[src/pfbo_pkg.sv]
// pfbo_pkg: constants and types for the parallel flash bus-operation host controller.
// assumes a 20 MHz clock; all pin timing is expressed as whole clock cycles.
package pfbo_pkg;
    // ==========================================================
    // clock and timing
    localparam int CLK_PERIOD_NS         = 50;
    localparam int ACCESS_TIME_NS        = 90;   // access_time, slowest speed grade
    localparam int RESET_PULSE_MIN_NS    = 500;  // reset_pulse_min, plain default
    localparam int POST_RELEASE_WAIT_NS  = 50;   // post_release_wait, plain default
    localparam int WRITE_PULSE_NS        = 50;
    // least times round up
    localparam int ACCESS_CYC   = (ACCESS_TIME_NS + CLK_PERIOD_NS - 1) / CLK_PERIOD_NS;
    localparam int RESET_CYC    = (RESET_PULSE_MIN_NS + CLK_PERIOD_NS - 1) / CLK_PERIOD_NS;
    localparam int RECOVER_CYC  = (POST_RELEASE_WAIT_NS + CLK_PERIOD_NS - 1) / CLK_PERIOD_NS;
    localparam int WPULSE_CYC   = (WRITE_PULSE_NS + CLK_PERIOD_NS - 1) / CLK_PERIOD_NS;
    localparam int CNT_W        = 8;
    // ==========================================================
    // pin widths
    localparam int ADDR_W = 20;
    localparam int DATA_W = 16;
    // in-system protect address pattern bits
    localparam int PROT_A6_POS = 6;
    localparam int PROT_A1_POS = 1;
    localparam int PROT_A0_POS = 0;
    // ==========================================================
    // user commands
    typedef enum logic [2:0] {
        PFBO_CMD_READ,
        PFBO_CMD_WRITE,
        PFBO_CMD_RESET,
        PFBO_CMD_PROTECT
    } pfbo_cmd_t;
endpackage : pfbo_pkg

[src/pfbo_sync_if.sv]
// pfbo_sync_if: carries synchronised device pins from the synchroniser to the controller.
// assumes both ends run on the same clk.
`timescale 1ns/1ps
`default_nettype none
interface pfbo_sync_if;
    logic [pfbo_pkg::DATA_W-1:0] dq_s;
    logic                        done_pending_flag_s;
    modport src (output dq_s, output done_pending_flag_s);
    modport dst (input dq_s, input done_pending_flag_s);
endinterface : pfbo_sync_if
`default_nettype wire

[src/pfbo_sync.sv]
// pfbo_sync: two-flop synchronisers for the pins driven by the flash.
// assumes inputs are asynchronous to clk.
`timescale 1ns/1ps
`default_nettype none
module pfbo_sync (
    // clock and reset
    input  wire logic                        clk,
    input  wire logic                        resetn,
    // raw pins
    input  wire logic [pfbo_pkg::DATA_W-1:0] dq_in,
    input  wire logic                        done_pending_flag,
    // synchronised side
    pfbo_sync_if.src                         sy
);
    import pfbo_pkg::*;
    logic [DATA_W:0] meta_q, meta_d, stab_q, stab_d;
    // ==========================================================
    // first stage feeds only the second
    always_comb begin
        meta_d = {done_pending_flag, dq_in};
        stab_d = meta_q;
    end
    always_ff @(posedge clk) begin
        if (!resetn) begin
            // flag bit idles high (ready); a low reset value would fake a busy pulse
            meta_q <= {1'b1, {DATA_W{1'b0}}};
            stab_q <= {1'b1, {DATA_W{1'b0}}};
        end else begin
            meta_q <= meta_d;
            stab_q <= stab_d;
        end
    end
    assign sy.dq_s                = stab_q[DATA_W-1:0];
    assign sy.done_pending_flag_s = stab_q[DATA_W];
endmodule : pfbo_sync
`default_nettype wire

[src/pfbo_host.sv]
// pfbo_host: host-side bus controller that drives a parallel NOR flash over its pins.
// assumes a 20 MHz clk; the flash is asynchronous, so returned pins are synchronised.
`timescale 1ns/1ps
`default_nettype none
// Function
// - read: select and gate low, strobe high
// - write: strobe and select low, gate high
// - normal program is four write cycles; here the user issues each cycle, the host drives one write cycle per request
// - bypass program is two write cycles; here the user issues each cycle, the host drives one write cycle per request
// - host waits recovery after reset release
// - protect: elevated reset, A6=0 A1=1 A0=0
// - host verifies after protecting sector; here the user issues the verify read, the host does not
module pfbo_host (
    // clock and reset
    input  wire logic                        clk,
    input  wire logic                        resetn,
    // user request
    input  wire logic                        req_valid,
    input  var  pfbo_pkg::pfbo_cmd_t         req_cmd,
    input  wire logic [pfbo_pkg::ADDR_W-1:0] req_addr,
    input  wire logic [pfbo_pkg::DATA_W-1:0] req_wdata,
    input  wire logic                        req_byte_mode,
    // user answer
    output logic                             req_ready,
    output logic                             rsp_valid,
    output logic [pfbo_pkg::DATA_W-1:0]      rsp_rdata,
    output logic                             flash_busy,
    // flash pins
    output logic [pfbo_pkg::ADDR_W-1:0]      addr,
    output logic [pfbo_pkg::DATA_W-1:0]      dq_out,
    output logic [pfbo_pkg::DATA_W-1:0]      dq_oe,
    input  wire logic [pfbo_pkg::DATA_W-1:0] dq_in,
    output logic                             chip_sel_n,
    output logic                             out_gate_n,
    output logic                             wr_strobe_n,
    output logic                             reset_pin_n,
    output logic                             elevated_voltage_level,
    output logic                             width_sel,
    input  wire logic                        done_pending_flag
);
    import pfbo_pkg::*;

    typedef enum logic [2:0] {
        PFBO_RECOVER, PFBO_IDLE, PFBO_RD, PFBO_WR, PFBO_WR_GAP, PFBO_RST, PFBO_DONE
    } pfbo_state_t;

    pfbo_sync_if sy ();

    pfbo_state_t             st_q, st_d;
    logic [CNT_W-1:0]        cnt_q, cnt_d;
    logic [ADDR_W-1:0]       addr_q, addr_d;
    logic [DATA_W-1:0]       dqo_q, dqo_d, dqe_q, dqe_d, rdat_q, rdat_d;
    logic                    ce_q, ce_d, oe_q, oe_d, we_q, we_d, rp_q, rp_d;
    logic                    vid_q, vid_d, byte_q, byte_d;
    logic                    rdy_q, rdy_d, rv_q, rv_d, busy_q, busy_d;

    // ==========================================================
    // pin synchronisers
    pfbo_sync u_sync (
        .clk               (clk),
        .resetn            (resetn),
        .dq_in             (dq_in),
        .done_pending_flag (done_pending_flag),
        .sy                (sy)
    );

    // ==========================================================
    // bus cycle sequencer
    always_comb begin
        st_d   = st_q;
        cnt_d  = cnt_q;
        addr_d = addr_q;
        dqo_d  = dqo_q;
        dqe_d  = dqe_q;
        rdat_d = rdat_q;
        ce_d   = ce_q;
        oe_d   = oe_q;
        we_d   = we_q;
        rp_d   = rp_q;
        vid_d  = vid_q;
        byte_d = byte_q;
        rdy_d  = 1'b0;
        rv_d   = 1'b0;
        busy_d = ~sy.done_pending_flag_s; // low flag means busy, also during reset
        case (st_q)
            // wait out recovery before any cycle
            PFBO_RECOVER: begin
                if (cnt_q >= CNT_W'(RECOVER_CYC)) begin
                    st_d  = PFBO_IDLE;
                    rdy_d = 1'b1;
                end else begin
                    cnt_d = cnt_q + 1'b1;
                end
            end
            PFBO_IDLE: begin
                rdy_d = 1'b1;
                vid_d = 1'b0;
                if (req_valid && rdy_q) begin
                    rdy_d  = 1'b0;
                    cnt_d  = '0;
                    byte_d = ~req_byte_mode; // width pin high = word
                    addr_d = req_addr;
                    // byte mode: line 15 carries the low address bit
                    dqo_d  = req_wdata;
                    case (req_cmd)
                        PFBO_CMD_READ: begin
                            st_d  = PFBO_RD;
                            ce_d  = 1'b0; // select and gate low, strobe high
                            oe_d  = 1'b0;
                            we_d  = 1'b1;
                            dqe_d = req_byte_mode ? {1'b1, 15'h0000} : 16'h0000;
                        end
                        PFBO_CMD_WRITE, PFBO_CMD_PROTECT: begin
                            // command cycles are issued one by one by the user
                            // protect-verify is a later read that the user issues
                            st_d  = PFBO_WR;
                            ce_d  = 1'b0; // select and strobe low, gate high
                            oe_d  = 1'b1;
                            we_d  = 1'b0;
                            dqe_d = req_byte_mode ? {1'b1, 7'h00, 8'hFF} : 16'hFFFF;
                            if (req_cmd == PFBO_CMD_PROTECT) begin
                                vid_d = 1'b1; // elevated reset level
                                addr_d[PROT_A6_POS] = 1'b0;
                                addr_d[PROT_A1_POS] = 1'b1;
                                addr_d[PROT_A0_POS] = 1'b0;
                            end
                        end
                        default: begin
                            st_d = PFBO_RST;
                            rp_d = 1'b0; // hardware reset pulse
                            ce_d = 1'b1;
                            oe_d = 1'b1;
                            we_d = 1'b1;
                            dqe_d = '0;
                        end
                    endcase
                end
            end
            PFBO_RD: begin
                if (cnt_q >= CNT_W'(ACCESS_CYC + 2)) begin // access plus sync delay
                    rdat_d = req_byte_mode_hold(sy.dq_s, byte_q);
                    ce_d   = 1'b1;
                    oe_d   = 1'b1;
                    dqe_d  = '0;
                    st_d   = PFBO_DONE;
                end else begin
                    cnt_d = cnt_q + 1'b1;
                end
            end
            PFBO_WR: begin
                if (cnt_q >= CNT_W'(WPULSE_CYC)) begin
                    we_d  = 1'b1; // rising strobe latches the data
                    cnt_d = '0;
                    st_d  = PFBO_WR_GAP;
                end else begin
                    cnt_d = cnt_q + 1'b1;
                end
            end
            PFBO_WR_GAP: begin
                ce_d  = 1'b1;
                dqe_d = '0;
                vid_d = 1'b0;
                st_d  = PFBO_DONE;
            end
            PFBO_RST: begin
                if (cnt_q >= CNT_W'(RESET_CYC)) begin
                    rp_d  = 1'b1;
                    cnt_d = '0;
                    st_d  = PFBO_RECOVER; // device back in read array
                end else begin
                    cnt_d = cnt_q + 1'b1;
                end
            end
            default: begin // PFBO_DONE
                rv_d  = 1'b1;
                rdy_d = 1'b1;
                st_d  = PFBO_IDLE;
            end
        endcase
    end

    // low eight lines only in byte mode; identification reads use them too
    function automatic logic [DATA_W-1:0] req_byte_mode_hold(
        input logic [DATA_W-1:0] d, input logic word_mode);
        req_byte_mode_hold = word_mode ? d : {8'h00, d[7:0]};
    endfunction : req_byte_mode_hold

    // ==========================================================
    // registers; pins idle deselected and reset released
    always_ff @(posedge clk) begin
        if (!resetn) begin
            st_q   <= PFBO_RECOVER;
            cnt_q  <= '0;
            addr_q <= '0;
            dqo_q  <= '0;
            dqe_q  <= '0;
            rdat_q <= '0;
            ce_q   <= 1'b1;
            oe_q   <= 1'b1;
            we_q   <= 1'b1;
            rp_q   <= 1'b1;
            vid_q  <= 1'b0;
            byte_q <= 1'b1;
            rdy_q  <= 1'b0;
            rv_q   <= 1'b0;
            busy_q <= 1'b0;
        end else begin
            st_q   <= st_d;
            cnt_q  <= cnt_d;
            addr_q <= addr_d;
            dqo_q  <= dqo_d;
            dqe_q  <= dqe_d;
            rdat_q <= rdat_d;
            ce_q   <= ce_d;
            oe_q   <= oe_d;
            we_q   <= we_d;
            rp_q   <= rp_d;
            vid_q  <= vid_d;
            byte_q <= byte_d;
            rdy_q  <= rdy_d;
            rv_q   <= rv_d;
            busy_q <= busy_d;
        end
    end

    // outputs straight from flops
    assign addr                   = addr_q;
    assign dq_out                 = dqo_q;
    assign dq_oe                  = dqe_q;
    assign chip_sel_n             = ce_q;
    assign out_gate_n             = oe_q;
    assign wr_strobe_n            = we_q;
    assign reset_pin_n            = rp_q;
    assign elevated_voltage_level = vid_q;
    assign width_sel              = byte_q;
    assign req_ready              = rdy_q;
    assign rsp_valid              = rv_q;
    assign rsp_rdata              = rdat_q;
    assign flash_busy             = busy_q;
endmodule : pfbo_host
`default_nettype wire

[config.mk]
export PLATFORM = sky130hd
export DESIGN_NAME = pfbo_host
export DESIGN_NICKNAME = d
export VERILOG_FILES = /design/src/pfbo_pkg.sv /design/src/pfbo_sync_if.sv /design/src/pfbo_sync.sv /design/src/pfbo_host.sv
export SDC_FILE = /design/constraint.sdc
export NUM_CORES = 1
export LEC_CHECK = 0
export ABC_AREA = 1
export BUFFER_PORTS_ARGS = -buffer_cell sky130_fd_sc_hd__buf_2
export CELL_PAD_IN_SITES_DETAIL_PLACEMENT = 0
export CELL_PAD_IN_SITES_GLOBAL_PLACEMENT = 1
export CORE_MARGIN = 2
export CORE_UTILIZATION = 38
export CTS_CLUSTER_SIZE = 10
export DETAILED_ROUTE_END_ITERATION = 8
export MAX_ROUTING_LAYER = met4
export PLACE_DENSITY = 0.88
export SETUP_SLACK_MARGIN = 0.2
export SKIP_LAST_GASP = 1
export SLEW_MARGIN = 20
export SYNTH_ARGS = -nofsm -noshare
export SYNTH_HDL_FRONTEND = slang
export SYNTH_SLANG_ARGS = --single-unit
[constraint.sdc]
create_clock -name clk -period 2.8 [get_ports clk]
set_input_delay 0.28 -clock clk [delete_from_list [all_inputs] [get_ports clk]]
set_output_delay 0.28 -clock clk [all_outputs]
set_load 0.05 [all_outputs]
==> run_results.csv, run 1 <==
group,metric,value,unit
status,status,"complete, no violations",
detailed_routing,vias,3557,
yosys,synthAdderAreaFrac,1.217,%
setup_path,critPathArrivalTime,2.03,ns
yosys,yosys_warnings,0,
hold_path,min_to,"u_sync.meta_q[4]",
setup_path,crit_required,3.06,ns
yosys,synthCells,530,
sta,max_freq,564.4,MHz
setup_path,cp.depth,8,
clocking,clock_path_buffers,2,
clocking,cts-resized-gates,0,
die,die_y,108.0,um
final_layout,layout-drive-gt1-share,26.73,%
grt,antenna_found_initial,0,
sta,max-slew-margin-rel,47.58,%
yosys,synthDistinctLibCells,33,
clocking,cts_buffers,9,
sta,min_period,1.772,ns
placed_design,io_buffer_count,136,
setup_path,path_class,"reg -> reg",
final_layout,fin_nets,710,
pwr,powerDensity,786.0,nW/um^2
yosys,synth_top_area_share,53.07,%
yosys,yosysTopAreaCell,"dfxtp_1",
setup_path,worstReg2RegStart,"cnt_q[1]",
sta,finalMaxSlewViolations,0,
setup_path,critPathLaunchType,"flop",
setup_path,cpPeakStageDelay,0.40,ns
sta,hold_viol,0,
flow_run,maxCapViolCount,0,
yosys,synth-compound-area-share,10.04,%
final_layout,antennaDiodeCount,0,
sta,final.period_utilization,63.28,%
yosys,synth_xor_area_share,0,%
yosys,ys_ff_latch,109,
yosys,synth_top_family_by_area,"simple AND/OR/NAND/NOR gates",
setup_path,r2r_end,"cnt_q[0]",
sta,setup_viol,0,
yosys,syn-num-nets,594,
yosys,yosys.area_share.simple,24.80,%
grt,grt_pass1_vias,3193,
die,die_width,108.0,um
pwr,finalPower,3906,uW
detailed_routing,drt-initial-drc-count,243,
clocking,cts.sinks,109,
setup_path,rrSetupSlack,1.03,ns
sta,fin_skew,0.01046,ns
final_layout,syn_to_final_growth,20.88,%
setup_path,reg2regPathDepth,8,
clocking,hold_buffers,0,
yosys,ys.flop_type,"dfxtp_1",
setup_path,crit_path_cell_trace,"inv_1 > ha_1 > nor2_1 > nand4_1 > nand2_1 > nand3_2 > o21ai_1 > nor2_1",
detailed_routing,drc,0,
clocking,insertion_delay,0.36,ns
die,num_io_pins,137,
grt,grt_max_degree,87,
setup_path,critPathMostFrequentCell,"nor2_1",
hold_path,min_from,"dq_in[4]",
setup_path,critPathTopFamily,"simple AND/OR/NAND/NOR gates",
yosys,syn_area,4111,um^2
grt,track_usage,16.06,%
clocking,cts_tree,"built",
die,die-area,11670,um^2
sta,rsz0062_at_grt,"false",
detailed_routing,drt.antenna.violating_nets,0,
clocking,cts_root_buf,"clkbuf_8",
pwr,peakVddDrop,0.0003457,V
hold_path,min_path_type,"in -> reg",
clocking,htreeDepth,3,
yosys,ys_top_cells_by_area,"dfxtp_1, nor2_1, nand2_1, o21ai_0, inv_1",
clocking,path_clk_slew,0.11,ns
clocking,postCtsSetupRepairBufs,0,
detailed_routing,routed_wirelength,9205,um
placed_design,place_hpwl,6599,um
yosys,muxShareOfSynthArea,0,%
die,start_util,39.47,%
setup_path,worstPathMaxFanout,9,
setup_path,end_kind,"flop",
setup_path,path_buf_inv,1,
pwr,p_leak,0.002597,uW
yosys,syn_area_per_cell,7.757,um^2
placed_design,gp_congestion,0.9178,
sta,tns,0,ns
setup_path,critPathSlowestCell,"dfxtp_1",
detailed_routing,detail_route.first_pass.iterations,4,
sta,tightest_slew,0.7855,ns
yosys,async_flop_share,0,%
yosys,synth_edf_count,0,
grt,grt_overflow,0,
yosys,ys_seq_area_share,53.07,%
grt,grt_pass1_wl,14550,um
die,core_area,10420,um^2
detailed_routing,viasPerCell,4.520,
detailed_routing,routedWlPerCell,11.70,um
hold_path,whs_path_depth,3,
die,floorplan.rows,37,
==> state kept, by name (all words and copies together), names as in the netlist <==
signal                  flops
chip_sel_n                  1
width_sel                   1
addr                       20
rsp_rdata                  16
st_q                        3
flash_busy                  1
rsp_valid                   1
u_sync.stab_q              17
elevated_voltage_level      1
reset_pin_n                 1
req_ready                   1
out_gate_n                  1
cnt_q                       8
u_sync.meta_q              17
dq_out                     16
wr_strobe_n                 1
dq_oe                       3
==> worst max-delay path by stage <==
stage               startpoint         end  slack, ns
global placement      cnt_q[4]  out_gate_n       1.05
finish                cnt_q[1]    cnt_q[0]       1.03
CTS                   cnt_q[2]  out_gate_n       1.03
global route          cnt_q[1]    cnt_q[0]       0.77
floorplan             cnt_q[1]    cnt_q[0]       1.29
detailed placement    cnt_q[1]    cnt_q[0]       1.05
==> power by group <==
group          switching [uW]  total (uW)  internal, uW
logic                     857        1200           347
registers                92.4        1770          1680
clock network             575         931           356
total                    1520        3910          2380
==> worst min-delay path, stage by stage <==
cell and delay (ns):
buf_2 0.07, nand2_1 0.04, inv_1 0.04
==> cell usage after synthesis, types with 2 or more instances <==
| cell type | count |
|---|---|
| clkbuf_1 | 13 |
| nor3_1 | 2 |
| nand2_1 | 92 |
| o21ai_1 | 2 |
| buf_4 | 13 |
| nand2_2 | 4 |
| a21oi_1 | 13 |
| nor2_4 | 2 |
| nand4_1 | 4 |
| buf_6 | 6 |
| o21ai_0 | 53 |
| o211ai_1 | 2 |
| or2_2 | 2 |
| ha_1 | 4 |
| inv_1 | 54 |
| inv_2 | 4 |
| nor2_1 | 116 |
| dfxtp_1 | 109 |
| nand3_2 | 2 |
| nand3_1 | 20 |
==> through the flow <==
step / hold WS, ns / utilization, % / setup WS, ns / cell area (um^2) / instances
global route: 0.07255 / 47.71 / 0.7687 / 4970 / 787
global placement: 0.3755 / 45.72 / 1.051 / 4762 / 771
finish: 0.08433 / 47.71 / 1.028 / 4970 / 787
detailed placement: 0.3762 / 45.72 / 1.052 / 4762 / 771
floorplan: 0.3682 / - / 1.294 / 4111 / 530
CTS: 0.06328 / 47.71 / 1.030 / 4970 / 787
==> cell usage in the layout (no fill, tap or decap) <==
| master | count |
|---|---|
| inv_6 | 2 |
| nand2_2 | 4 |
| inv_1 | 54 |
| nand2_1 | 92 |
| inv_4 | 1 |
| o211ai_1 | 2 |
| buf_2 | 136 |
| nor2_4 | 2 |
| buf_4 | 3 |
| o31ai_1 | 1 |
| a21boi_1 | 1 |
| a21boi_2 | 1 |
| o21ai_1 | 2 |
| clkbuf_8 | 9 |
| nand2_4 | 1 |
| dfxtp_1 | 109 |
| nand3_1 | 20 |
| nor2_2 | 1 |
| a21oi_1 | 13 |
| nand4_1 | 4 |
| inv_2 | 4 |
| o311ai_1 | 1 |
| a31o_2 | 1 |
| nor3_1 | 2 |
| clkinv_4 | 2 |
| nor2_1 | 116 |
| o21ai_0 | 53 |
| a31oi_1 | 1 |
| nand3_2 | 2 |
| clkinv_8 | 3 |
| o21a_1 | 1 |
| ha_1 | 4 |
| or2_2 | 2 |
| or2_0 | 1 |
==> area by class of cell <==
cell class | count | area, um^2
Clock buffer | 9 | 123.9
Fill cell | 1049 | 5446
Timing Repair Buffer | 139 | 703.2
Sequential cell | 109 | 2182
Inverter | 59 | 224.0
Clock inverter | 7 | 83.83
Tap cell | 136 | 170.2
Multi-Input combinational cell | 328 | 1483
==> cells by family after synthesis <==
kind of cell / after synthesis
AO/OA/AOI/OAI: 77
adder cells (fa/ha/maj): 4
flip-flops: 109
AND/OR/NAND/NOR: 247
buffers and inverters: 93
==> per-layer routing <==
metal	global-route usage (%)	up-vias	wire length (um)
li1	-	1863	-
met1	19.31	1553	4103
met2	25.88	126	4190
met3	4.340	15	710
met4	5.952	0	201
met5	-	-	0
Power figures use the tool's default switching activity.
==> inputs of run 2 (changes only) <==
--- a/config.mk
+++ b/config.mk
@@ -10,11 +10,11 @@
 export CELL_PAD_IN_SITES_DETAIL_PLACEMENT = 0
 export CELL_PAD_IN_SITES_GLOBAL_PLACEMENT = 1
 export CORE_MARGIN = 2
-export CORE_UTILIZATION = 38
+export CORE_UTILIZATION = 32
 export CTS_CLUSTER_SIZE = 10
 export DETAILED_ROUTE_END_ITERATION = 8
 export MAX_ROUTING_LAYER = met4
-export PLACE_DENSITY = 0.88
+export PLACE_DENSITY = 0.79
 export SETUP_SLACK_MARGIN = 0.2
 export SKIP_LAST_GASP = 1
 export SLEW_MARGIN = 20
==> constraint.sdc (replaced) <==
create_clock -name clk -period 1.4 [get_ports clk]
set_input_delay 0.14 -clock clk [delete_from_list [all_inputs] [get_ports clk]]
set_output_delay 0.14 -clock clk [all_outputs]
set_load 0.05 [all_outputs]
==> run 2 against run 1 <==
Compared with the run above:
- the flow now finishes with violations (negative setup slack)
- global-route usage up 2.5 points
- worst setup slack got worse by 1.1 ns
- sequential cell count unchanged
==> run_results.csv, run 2 (same netlist as run 1, synthesis figures left out) <==
group,metric,value,unit
status,status,"finished, violations left",
status,violations,"negative setup slack",
clocking,insertion_delay,0.35,ns
setup_path,worstReg2RegStart,"cnt_q[0]",
clocking,cts_buffers,9,
die,start_util,32.71,%
setup_path,critPathLaunchType,"flop",
final_layout,antennaDiodeCount,0,
setup_path,crit_required,1.65,ns
clocking,path_clk_slew,0.07,ns
detailed_routing,routedWlPerCell,13.92,um
setup_path,critPathSlowestCell,"dfxtp_4",
sta,rsz0062_at_grt,"true",
hold_path,whs_path_depth,3,
flow_run,maxCapViolCount,0,
final_layout,multi_input_area,2152,um^2
setup_path,rrSetupSlack,-0.09,ns
grt,grt_max_degree,58,
grt,antenna_found_initial,0,
placed_design,place_area,5025,um^2
detailed_routing,drt-initial-drc-count,180,
detailed_routing,drt.antenna.violating_nets,0,
clocking,clock_path_buffers,2,
detailed_routing,vias,4107,
final_layout,num-fill-cells,1089,
sta,setup_viol,12,
sta,min_period,1.492,ns
pwr,peakVddDrop,0.0006742,V
grt,grt_pass1_vias,3933,
setup_path,cpPeakStageDelay,0.37,ns
pwr,powerDensity,1539,nW/um^2
die,die_y,117.4,um
final_layout,syn_to_final_growth,67.13,%
placed_design,io_buffer_count,136,
sta,fin_skew,0.008625,ns
grt,grt_overflow,0,
clocking,cts.sinks,109,
die,core_area,12570,um^2
detailed_routing,detail_route.first_pass.iterations,4,
sta,max_freq,670.4,MHz
die,die-area,13770,um^2
final_layout,fin_nets,787,
setup_path,critPathArrivalTime,1.74,ns
detailed_routing,drc,0,
sta,finalMaxSlewViolations,0,
sta,tns,-0.5595,ns
final_layout,layout-drive-gt1-share,49.86,%
sta,final.period_utilization,106.5,%
setup_path,r2r_end,"cnt_q[6]",
setup_path,end_kind,"flop",
final_layout,seq_area,2218,um^2
hold_path,min_path_type,"in -> reg",
sta,max-slew-margin-rel,56.27,%
final_layout,mostFrequentLayoutCells,"buf_2, dfxtp_1, nand2_1",
sta,tightest_slew,0.6560,ns
hold_path,min_to,"dq_out[15]",
pwr,p_leak,0.003340,uW
sta,worst_slack,-0.09154,ns
die,num_io_pins,137,
final_layout,final_common_cell,"buf_2",
setup_path,worstPathMaxFanout,4,
die,floorplan.rows,41,
clocking,cts_root_buf,"clkbuf_16",
setup_path,reg2regPathDepth,10,
hold_path,min_from,"req_wdata[15]",
sta,hold_viol,0,
placed_design,place_hpwl,7292,um
setup_path,crit_path_cell_trace,"inv_4 > ha_4 > inv_2 > nor2_4 > nand4_1 > nand2_2 > buf_4 > nand3_2 > nand2_1 > nor2_1",
placed_design,gp_congestion,0.9786,
clocking,cts_tree,"built",
detailed_routing,routed_wirelength,12520,um
grt,track_usage,18.58,%
grt,grt_pass1_wl,19740,um
final_layout,largest_reg_flops,20,
final_layout,final_area,6872,um^2
setup_path,path_class,"reg -> reg",
die,die_width,117.4,um
clocking,htreeDepth,3,
detailed_routing,viasPerCell,4.563,
## run 2: cell count changes in the layout (fill, tap and decap cells not counted), moves of 12 or more
cell | before | now
nor2_4 | 2 | 28
o21ai_2 | 0 | 30
buf_2 | 136 | 120
nor2_1 | 116 | 71
nor2_2 | 1 | 21
dlygate4sd3_1 | 0 | 18
o21ai_0 | 53 | 16
buf_4 | 3 | 35
buf_16 | 0 | 12
nand2_1 | 92 | 72
## run 2: area by class of cell
class / instances / area share, %
Clock buffer: 10 / 3.332
Clock inverter: 6 / 1.001
Inverter: 59 / 3.878
Multi-Input combinational cell: 331 / 31.32
Sequential cell: 109 / 32.28
Tap cell: 172 / 3.132
Timing Repair Buffer: 212 / 24.96
Timing Repair inverter: 1 / 0.09104
## run 2: worst max-delay path by stage
stage	from	to	slack [ns]	cells after the start
2_1_floorplan	cnt_q[0]	cnt_q[1]	0.04	11
3_3_place_gp	cnt_q[0]	cnt_q[0]	-0.08	11
3_5_place_dp	cnt_q[0]	cnt_q[2]	-0.12	10
4_1_cts	cnt_q[0]	cnt_q[1]	-0.04	11
5_1_grt	cnt_q[0]	st_q[0]	-0.15	11
6_report	cnt_q[0]	cnt_q[6]	-0.09	10
## run 2: worst max-delay path, delay by kind of cell (launching register included)
kind	cells	cell delay, ns
flip-flops	1	0.37
buffers and inverters	3	0.24
AND/OR/NAND/NOR	6	0.66
adder cells (fa/ha/maj)	1	0.12
## run 2: stage by stage
stage	setup slack, ns	power [uW]	instances	hold WS (ns)	utilization, %
floorplan	0.04333	5634	530	0.2291	-
global placement	-0.08096	6306	822	0.3200	39.98
detailed placement	-0.1196	6342	822	0.3234	39.98
CTS	-0.04001	9915	889	0.01222	51.04
global route	-0.1507	11140	900	0.01657	54.67
finish	-0.09154	10570	900	0.02827	54.67
## run 2: per-layer routing
metal | GRT usage, % | vias to the layer above | share of wire (%)
met5 | - | - | 0
met4 | 7.455 | 0 | 3.2
met3 | 5.107 | 33 | 5.5
met2 | 31.58 | 157 | 51
met1 | 20.67 | 1883 | 41
li1 | - | 2034 | -
## run 2: timing repair
action / 4_1_cts / 5_1_grt
endpoints found under the setup margin: 89 / 84
endpoints found under the hold margin: 18 / 0
resized for setup: 151 / 98
pin swaps: 53 / 35
buffers inserted: 18 / 10
hold buffers: 18 / 0
cloned: 15 / 1
## run 2: report_power, final
part / internal, uW / total, uW / switching, uW
registers: 3400 / 3640 / 240
clock network: 1400 / 2570 / 1170
logic: 1760 / 4360 / 2600
total: 6560 / 10600 / 4010
